==> src/shared/uart_status_pkg.sv <==
/*
  Constants and carrier types for the serial status and rate block.
  Assumes a host parallel byte bus with a 3-bit register address.
*/
package uart_status_pkg;
  localparam logic [2:0] addr_divisor_low = 3'h0;
  localparam logic [2:0] addr_divisor_high = 3'h1;
  localparam logic [2:0] addr_line_status = 3'h5;
  localparam logic [2:0] addr_modem_status = 3'h6;
  localparam logic [2:0] addr_spare_byte = 3'h7;
  localparam int line_ready_bit = 0;
  localparam int line_overrun_bit = 1;
  localparam int line_parity_bit = 2;
  localparam int line_stop_bit = 3;
  localparam int line_break_bit = 4;
  localparam int line_hold_bit = 5;
  localparam int line_idle_bit = 6;
  localparam logic [7:0] line_status_reset_value = 8'h60;
  localparam logic [7:0] modem_status_reset_value = 8'h00;
  localparam logic [7:0] spare_reset_value = 8'h00;
  localparam logic [15:0] divisor_reset_value = 16'h0000;
  localparam logic [1:0] rls_int_id = 2'h3;

  typedef struct packed {
    logic rd_stb;
    logic wr_stb;
    logic [2:0] addr;
    logic [7:0] wdata;
  } host_req_type;

  typedef struct packed {
    logic char_done;
    logic parity_bad;
    logic stop_bad;
    logic break_det;
    logic hold_to_shift;
    logic hold_full;
    logic shift_busy;
    logic rx_buf_read;
  } serial_event_type;

  typedef struct packed {
    logic dcd_n;
    logic ri_n;
    logic dsr_n;
    logic cts_n;
  } modem_in_type;

  typedef struct packed {
    logic loop;
    logic aux_output_two;
    logic aux_output_one;
    logic rts;
    logic dtr;
  } modem_ctrl_type;
endpackage : uart_status_pkg

==> src/logic/uart_status_and_baud_generator.sv <==
/*
  Line status, modem status, spare byte, divisor latches and baud counter.
  Assumes single-cycle read/write strobes synchronous to core_clk_i and
  receiver/transmitter events delivered as one-cycle pulses or levels.
*/
//
// Overview of operation
// - receive ready sets on char, clears on buffer read
// - overrun sets on unread char, clears on read
// - parity fault sets, clears on status read
// - stop bit fault sets, clears on status read
// - break seen sets, clears on status read
// - error flags raise line status interrupt request
// - hold empty sets on transfer, clears on write
// - hold empty with enable raises interrupt request
// - all idle when hold and shift empty; D7 zero
// - line status read-only; host should not write
// - modem status read-only, change bits interrupt, read clears
// - change bits for cts, dsr, dcd toggles
// - ring edge bit on off-to-on transition
// - upper modem bits are inverted modem inputs
// - loop mode maps control bits into status
// - spare byte stores data, no other effect
// - divisor access selects low/high divisor bytes
// - divide clock by 1..65535 for 16x tick
// - divisor write reloads baud counter at once
// - divisor access bit gates divisor addressing
// - line status interrupt highest, code 110
`timescale 1ns/10ps
`default_nettype none

module uart_status_and_baud_generator (
  input wire logic core_clk_i,
  input wire logic rst_b_i,
  input wire uart_status_pkg::host_req_type host_req_i,
  input wire logic divisor_access_sel_i,
  input wire uart_status_pkg::serial_event_type serial_event_i,
  input wire uart_status_pkg::modem_in_type modem_in_i,
  input wire uart_status_pkg::modem_ctrl_type modem_ctrl_reg_i,
  input wire logic hold_int_enable_i,
  input wire logic line_int_enable_i,
  input wire logic modem_int_enable_i,
  output logic [7:0] rdata_o,
  output logic rdata_valid_o,
  output logic line_status_int_o,
  output logic hold_empty_int_o,
  output logic modem_status_int_o,
  output logic [1:0] line_int_id_o,
  output logic baud_tick_o,
  output logic [15:0] divisor_o
);
  import uart_status_pkg::*;

  ////////////////////////////////////////////////////////////////////////
  logic rd_line;
  logic rd_modem;
  logic wr_low;
  logic wr_high;
  logic wr_spare;
  logic rx_ready_reg;
  logic overrun_reg;
  logic parity_fault_reg;
  logic stop_bit_fault_reg;
  logic line_break_seen_reg;
  logic tx_hold_empty_reg;
  logic tx_all_idle;
  logic [7:0] line_status_reg;
  logic [3:0] modem_changed_reg;
  logic [3:0] modem_level;
  logic [3:0] modem_level_reg;
  logic [7:0] modem_status_reg;
  logic [7:0] spare_byte_reg;
  logic [7:0] divisor_low_reg;
  logic [7:0] divisor_high;
  logic [15:0] divisor_next;
  logic [15:0] baud_count_reg;
  logic [7:0] rdata_next;

  assign rd_line = host_req_i.rd_stb && host_req_i.addr == addr_line_status;
  assign rd_modem = host_req_i.rd_stb && host_req_i.addr == addr_modem_status;
  // line status writes are factory-test only; deliberately ignored
  assign wr_low = host_req_i.wr_stb && divisor_access_sel_i &&
                  host_req_i.addr == addr_divisor_low;
  assign wr_high = host_req_i.wr_stb && divisor_access_sel_i &&
                   host_req_i.addr == addr_divisor_high;
  assign wr_spare = host_req_i.wr_stb && host_req_i.addr == addr_spare_byte;

  ////////////////////////////////////////////////////////////////////////
  // line status flags; a set in the clearing cycle wins
  always_ff @(posedge core_clk_i or negedge rst_b_i) begin
    if (!rst_b_i) begin
      rx_ready_reg <= 1'b0;
    end else if (serial_event_i.char_done) begin
      rx_ready_reg <= 1'b1;
    end else if (serial_event_i.rx_buf_read) begin
      rx_ready_reg <= 1'b0;
    end
  end

  always_ff @(posedge core_clk_i or negedge rst_b_i) begin
    if (!rst_b_i) begin
      overrun_reg <= 1'b0;
      parity_fault_reg <= 1'b0;
      stop_bit_fault_reg <= 1'b0;
      line_break_seen_reg <= 1'b0;
    end else begin
      // overrun: new char while previous still unread
      overrun_reg <= (serial_event_i.char_done && rx_ready_reg &&
                      !serial_event_i.rx_buf_read) ||
                     (overrun_reg && !rd_line);
      parity_fault_reg <= serial_event_i.parity_bad ||
                          (parity_fault_reg && !rd_line);
      stop_bit_fault_reg <= serial_event_i.stop_bad ||
                            (stop_bit_fault_reg && !rd_line);
      line_break_seen_reg <= serial_event_i.break_det ||
                             (line_break_seen_reg && !rd_line);
    end
  end

  always_ff @(posedge core_clk_i or negedge rst_b_i) begin
    if (!rst_b_i) begin
      tx_hold_empty_reg <= 1'b1;
    end else if (serial_event_i.hold_to_shift) begin
      tx_hold_empty_reg <= 1'b1;
    end else if (host_req_i.wr_stb && !divisor_access_sel_i &&
                 host_req_i.addr == addr_divisor_low) begin
      tx_hold_empty_reg <= 1'b0;
    end
  end

  assign tx_all_idle = !serial_event_i.hold_full &&
                       !serial_event_i.shift_busy;

  always_comb begin
    line_status_reg = 8'h00;
    line_status_reg[line_ready_bit] = rx_ready_reg;
    line_status_reg[line_overrun_bit] = overrun_reg;
    line_status_reg[line_parity_bit] = parity_fault_reg;
    line_status_reg[line_stop_bit] = stop_bit_fault_reg;
    line_status_reg[line_break_bit] = line_break_seen_reg;
    line_status_reg[line_hold_bit] = tx_hold_empty_reg;
    line_status_reg[line_idle_bit] = tx_all_idle;
  end

  assign line_status_int_o = line_int_enable_i &&
                             (|line_status_reg[4:1]);
  assign line_int_id_o = line_status_int_o ? rls_int_id : 2'h0;
  assign hold_empty_int_o = tx_hold_empty_reg && hold_int_enable_i;

  ////////////////////////////////////////////////////////////////////////
  // modem levels, active high; loop takes them from control bits
  always_comb begin
    if (modem_ctrl_reg_i.loop) begin
      modem_level = {modem_ctrl_reg_i.aux_output_two,
                     modem_ctrl_reg_i.aux_output_one,
                     modem_ctrl_reg_i.dtr,
                     modem_ctrl_reg_i.rts};
    end else begin
      modem_level = ~{modem_in_i.dcd_n, modem_in_i.ri_n,
                      modem_in_i.dsr_n, modem_in_i.cts_n};
    end
  end

  always_ff @(posedge core_clk_i or negedge rst_b_i) begin
    if (!rst_b_i) begin
      modem_level_reg <= 4'h0;
    end else begin
      modem_level_reg <= modem_level;
    end
  end

  // bit 2 is the ring edge, others any toggle; set beats read-clear
  genvar g;
  generate
    for (g = 0; g < 4; g++) begin : g_delta
      logic change;
      if (g == 2) begin : g_ring
        assign change = modem_level[g] && !modem_level_reg[g];
      end else begin : g_toggle
        assign change = modem_level[g] ^ modem_level_reg[g];
      end
      always_ff @(posedge core_clk_i or negedge rst_b_i) begin
        if (!rst_b_i) begin
          modem_changed_reg[g] <= 1'b0;
        end else begin
          modem_changed_reg[g] <= change ||
                                  (modem_changed_reg[g] && !rd_modem);
        end
      end
    end
  endgenerate

  assign modem_status_reg = {modem_level_reg, modem_changed_reg};
  assign modem_status_int_o = modem_int_enable_i &&
                              (|modem_changed_reg);

  ////////////////////////////////////////////////////////////////////////
  always_ff @(posedge core_clk_i or negedge rst_b_i) begin
    if (!rst_b_i) begin
      spare_byte_reg <= spare_reset_value;
    end else if (wr_spare) begin
      spare_byte_reg <= host_req_i.wdata;
    end
  end

  // either byte write alone sets the rate, the other byte keeping its value
  always_ff @(posedge core_clk_i or negedge rst_b_i) begin
    if (!rst_b_i) begin
      divisor_low_reg <= divisor_reset_value[7:0];
      divisor_high <= divisor_reset_value[15:8];
    end else begin
      if (wr_low) begin
        divisor_low_reg <= host_req_i.wdata;
      end
      if (wr_high) begin
        divisor_high <= host_req_i.wdata;
      end
    end
  end

  always_comb begin
    divisor_next = {divisor_high, divisor_low_reg};
    if (wr_low) begin
      divisor_next[7:0] = host_req_i.wdata;
    end
    if (wr_high) begin
      divisor_next[15:8] = host_req_i.wdata;
    end
  end
  assign divisor_o = {divisor_high, divisor_low_reg};

  ////////////////////////////////////////////////////////////////////////
  // divisor zero is illegal; counter then stays parked with no tick
  always_ff @(posedge core_clk_i or negedge rst_b_i) begin
    if (!rst_b_i) begin
      baud_count_reg <= divisor_reset_value;
      baud_tick_o <= 1'b0;
    end else if (wr_low || wr_high) begin
      baud_count_reg <= divisor_next;
      baud_tick_o <= 1'b0;
    end else if (divisor_o == 16'h0000) begin
      baud_count_reg <= 16'h0000;
      baud_tick_o <= 1'b0;
    end else if (baud_count_reg <= 16'h0001) begin
      baud_count_reg <= divisor_o;
      baud_tick_o <= 1'b1;
    end else begin
      baud_count_reg <= baud_count_reg - 16'h0001;
      baud_tick_o <= 1'b0;
    end
  end

  ////////////////////////////////////////////////////////////////////////
  // read data one cycle after the strobe; unmapped reads return zero
  always_comb begin
    case (host_req_i.addr)
      addr_divisor_low: rdata_next = divisor_access_sel_i ?
                                     divisor_low_reg : 8'h00;
      addr_divisor_high: rdata_next = divisor_access_sel_i ?
                                      divisor_high : 8'h00;
      addr_line_status: rdata_next = line_status_reg;
      addr_modem_status: rdata_next = modem_status_reg;
      addr_spare_byte: rdata_next = spare_byte_reg;
      default: rdata_next = 8'h00;
    endcase
  end

  always_ff @(posedge core_clk_i or negedge rst_b_i) begin
    if (!rst_b_i) begin
      rdata_o <= 8'h00;
      rdata_valid_o <= 1'b0;
    end else begin
      rdata_valid_o <= host_req_i.rd_stb;
      if (host_req_i.rd_stb) begin
        rdata_o <= rdata_next;
      end
    end
  end

  ////////////////////////////////////////////////////////////////////////
  property p_ready_set;
    @(posedge core_clk_i) disable iff (!rst_b_i)
      serial_event_i.char_done |=> rx_ready_reg;
  endproperty
  a_ready_set: assert property (p_ready_set)
    else $error("ready not set");

  property p_overrun;
    @(posedge core_clk_i) disable iff (!rst_b_i)
      serial_event_i.char_done && rx_ready_reg &&
      !serial_event_i.rx_buf_read |=> overrun_reg;
  endproperty
  a_overrun: assert property (p_overrun) else $error("overrun missed");

  property p_err_clear;
    @(posedge core_clk_i) disable iff (!rst_b_i)
      rd_line && !serial_event_i.parity_bad && !serial_event_i.stop_bad
      |=> !parity_fault_reg && !stop_bit_fault_reg;
  endproperty
  a_err_clear: assert property (p_err_clear) else $error("err kept");

  property p_line_int;
    @(posedge core_clk_i) disable iff (!rst_b_i)
      serial_event_i.break_det && line_int_enable_i ##1 line_int_enable_i
      |-> line_status_int_o && line_int_id_o == 2'h3;
  endproperty
  a_line_int: assert property (p_line_int) else $error("no line int");

  property p_hold_clear;
    @(posedge core_clk_i) disable iff (!rst_b_i)
      host_req_i.wr_stb && !divisor_access_sel_i &&
      host_req_i.addr == 3'h0 && !serial_event_i.hold_to_shift
      |=> !tx_hold_empty_reg;
  endproperty
  a_hold_clear: assert property (p_hold_clear)
    else $error("hold flag");

  property p_ring;
    @(posedge core_clk_i) disable iff (!rst_b_i)
      $fell(modem_level_reg[2]) && !rd_modem ##1 !rd_modem
      |-> $stable(modem_changed_reg[2]);
  endproperty
  a_ring: assert property (p_ring) else $error("ring on fall");

  property p_reload;
    @(posedge core_clk_i) disable iff (!rst_b_i)
      wr_high |=> baud_count_reg == $past(divisor_next);
  endproperty
  a_reload: assert property (p_reload) else $error("no reload");

  property p_tick_div1;
    @(posedge core_clk_i) disable iff (!rst_b_i)
      divisor_o == 16'h0001 && !wr_low && !wr_high && baud_tick_o
      ##1 divisor_o == 16'h0001 && !wr_low && !wr_high |=> baud_tick_o;
  endproperty
  a_tick_div1: assert property (p_tick_div1) else $error("div1 tick");

  c_overrun: cover property (@(posedge core_clk_i) overrun_reg);
  c_tick: cover property (@(posedge core_clk_i) baud_tick_o);
  c_loop_delta: cover property (@(posedge core_clk_i)
    modem_ctrl_reg_i.loop && modem_status_int_o);
endmodule : uart_status_and_baud_generator

`default_nettype wire

==> config.mk <==
export PLATFORM = sky130hd
export DESIGN_NAME = uart_status_and_baud_generator
export DESIGN_NICKNAME = d
export VERILOG_FILES = /design/src/shared/uart_status_pkg.sv /design/src/logic/uart_status_and_baud_generator.sv
export SDC_FILE = /design/constraint.sdc
export NUM_CORES = 1
export LEC_CHECK = 0
export ABC_CLOCK_PERIOD_IN_PS = 1850
export BUFFER_PORTS_ARGS = -buffer_cell sky130_fd_sc_hd__buf_2
export CAP_MARGIN = 20
export CORE_MARGIN = 3
export CORE_UTILIZATION = 45
export DETAILED_ROUTE_END_ITERATION = 6
export GPL_TIMING_DRIVEN = 0
export PLACE_DENSITY_LB_ADDON = 0.15
export SYNTH_ARGS = -nofsm -noshare
export SYNTH_HDL_FRONTEND = slang
export SYNTH_SLANG_ARGS = --single-unit
==> constraint.sdc <==
create_clock -name core_clk_i -period 1.85 [get_ports core_clk_i]
set_clock_uncertainty 0.1 [all_clocks]
set_input_delay 0.185 -clock core_clk_i [delete_from_list [all_inputs] [get_ports core_clk_i]]
set_output_delay 0.185 -clock core_clk_i [all_outputs]
set_load 0.02 [all_outputs]
==> reports/metrics.csv <==
metric;value;unit
p_leak;2.05;nW
arrival;2.09;ns
crit_fanout;7;
power_density;1190;nW/um2
die_y;93.5;um
layout-drive-gt1-share;41.2;%
cts_tree;done;
ant_nets;0;
worstSetupPathType;reg -> reg;
drv_slew;0;
synth.cell_area;3440;um2
via_per_inst;5.51;
synth_area_per_cell;10.9;um2
comb_power_share;39.8;%
chipWidth;93.5;um
h-tree-depth;3;
yosysWarnings;0;
grt_max_degree;65;
post-place-ws;-0.359;ns
maxCapViolCount;0;
cts-buffers-inserted;9;
via_count;2822;
fin_crit;2.00;ns
totalWireLength;9460;um
io_buffers;62;
synth-seq-area-share;46.5;%
required;1.94;ns
synth.largest_area_cell;dfrtp_1;
synth-adder-area-share;0.726;%
synthMuxAreaShare;17.3;%
worstSetupStartpoint;baud_count_reg[5]$_DFF_PN0_;
pwr-share-clk;18.9;%
dieArea;8740;um2
grt_remaining_overflow;0;
syn_inst;315;
routedWlPerCell;18.5;um
yosys_register_bits;64;
vdd_drop_max;0.417;mV
hold_viol_final;0;
placed_area;3890;um2
netSwitchingPower;1.99;mW
hold_class;in -> reg;
seqPwrFrac;41.3;%
rows;31;
initial_core_util;47.0;%
firstDrtPassIters;4;
largest_reg_flops;16;
status;finished, violations left;
core_area;7330;um2
violations;negative setup slack;
syn_nets;353;
area_delta_synth_final;28.2;%
dp_hpwl;6510;um
diodes;0;
synthArstFlopShare;100;%
synth_ff_type;dfrtp_1;
p_int;3.25;mW
synth-simple-area-share;13.8;%
synth_area_leaders;dfrtp_1 (46%), mux2_2 (12%), mux2i_1 (5.5%);
synth_xor_area_share;3.31;%
r2r-start;baud_count_reg[5]$_DFF_PN0_;
ios;67;
rsz0062_at_grt;true;
finish.instance_area;4420;um2
antenna_found_initial;0;
clkTransAtPathRegs;0.06;ns
end_kind;flop;
synth_edf_count;0;
grt_usage;22.0;%
max_freq;499;MHz
yosysMostFrequentCell;dfrtp_1;
grt_pass1_wl;14800;um
clk_latency;0.33;ns
cts_num_sinks;64;
start_kind;flop;
drtIter0Drc;126;
gp_congestion;0.822;
setup_violations;16;
nNetsFinal;450;
ctsLongestPathBuffers;2;
first_global_vias;2858;
synth_cell_types;51;
synth_compound_area_share;13.7;%
worst_slew_pin_slew;0.843;ns
p_sw_share;38.0;%
layout_worst_path_cycle_share;108;%
layout_setup_ws;-0.154;ns
root_buffer;clkbuf_8;
synth_top_family_by_area;multiplexers;
ys_top_cells_by_count;dfrtp_1 (63), mux2_2 (36), nor2_1 (25), nand2_1 (21), mux2i_1 (19);
synth_top_area_share;45.8;%
min-delay-start;modem_ctrl_reg_i[3];
drc;0;
slew_headroom;43.8;%
stage by stage:
stage                     hold WS, ns  power [mW]  utilization (%)  std cells  TNS [ns]
after detailed placement        0.238        3.77             53.1        476     -5.51
final                          0.0299        5.25             60.2        512     -1.56
after global routing           0.0384        5.55             60.2        512     -2.38
after CTS                      0.0257        5.02             58.3        506     -1.62
after global placement          0.237        3.73             53.0        476     -5.65
after floorplan                -0.211        3.25                -        315    -0.189
worst paths after layout:
kind,to,slack [ns],cells past startpoint
setup / recovery,baud_count_reg[2]$_DFF_PN0_,-0.15,6
hold / removal,modem_level_reg[3]$_DFF_PN0_,0.03,3
setup reg to reg,baud_count_reg[2]$_DFF_PN0_,-0.15,6
hold reg to reg,spare_byte_reg[7]$_DFFE_PN0P_,0.38,2
max in group asynchronous,baud_count_reg[9]$_DFF_PN0_,0.64,2
min in group asynchronous,divisor_high[0]$_DFF_PN0_,0.39,2
layout make-up:
cell class,count,area (um2)
repair buffers,86,551
flip-flops and latches,64,1610
fillers,631,2910
inverters,18,67.6
clock buffers,10,138
plain buffers,16,87.6
multi-input cells,217,1830
clock inverters,2,10.0
well taps,99,124
timing repair:
item / in CTS / in global routing
setup buffers: 6 / 6
pin swaps: 3 / 6
hold buffers: 11 / 0
setup endpoints to repair: 17 / 17
hold endpoints to repair: 73 / 0
gates cloned: 1 / 1
resized for setup: 15 / 31
power by group through the flow:
stage / combinational, mW / sequential, mW / clock (mW)
final: 2.09 / 2.17 / 0.992
after global placement: 1.62 / 2.11 / 0
after detailed placement: 1.64 / 2.13 / 0
after global routing: 2.26 / 2.21 / 1.08
after floorplan: 1.12 / 2.13 / 0
after CTS: 1.88 / 2.13 / 1.01
routing by layer:
layer / routed length [um] / vias up / global-route usage [%]
met5: 0 / - / 0
met4: 106 / 0 / 6.96
met3: 411 / 9 / 3.30
met2: 4900 / 73 / 37.6
met1: 4040 / 1388 / 28.7
li1: - / 1352 / -
kinds of logic after synthesis:
logic type | Yosys count
fa+ha+maj | 2
buf+inv | 35
simple gates | 85
mux | 55
compound gates | 61
xor+xnor | 13
flops | 64
critical path, cell delays in order, from the launching register on:
cell      delay (ns)
dfrtp_2         0.43
or4_4           0.61
nor2_4          0.14
nand3b_4        0.16
buf_8           0.19
mux2i_1         0.14
o22ai_1         0.08
cells in the final DEF, fill, tap and decap left out, types with 4 or more instances in the layout:
| master | n |
|---|---|
| mux2i_1 | 19 |
| xor2_1 | 4 |
| a22oi_1 | 7 |
| o21ai_1 | 6 |
| buf_2 | 65 |
| xnor2_1 | 9 |
| nand2_1 | 19 |
| dlygate4sd3_1 | 11 |
| a22o_1 | 8 |
| a21o_1 | 6 |
| o22ai_1 | 10 |
| buf_4 | 14 |
| clkbuf_8 | 10 |
| o32ai_1 | 4 |
| dfrtp_2 | 7 |
| nor2_1 | 17 |
| clkbuf_1 | 8 |
| nor4_1 | 5 |
| inv_1 | 16 |
| nor2_2 | 7 |
| dfrtp_1 | 56 |
| mux2_2 | 36 |
(Power assumes the default switching activity.)
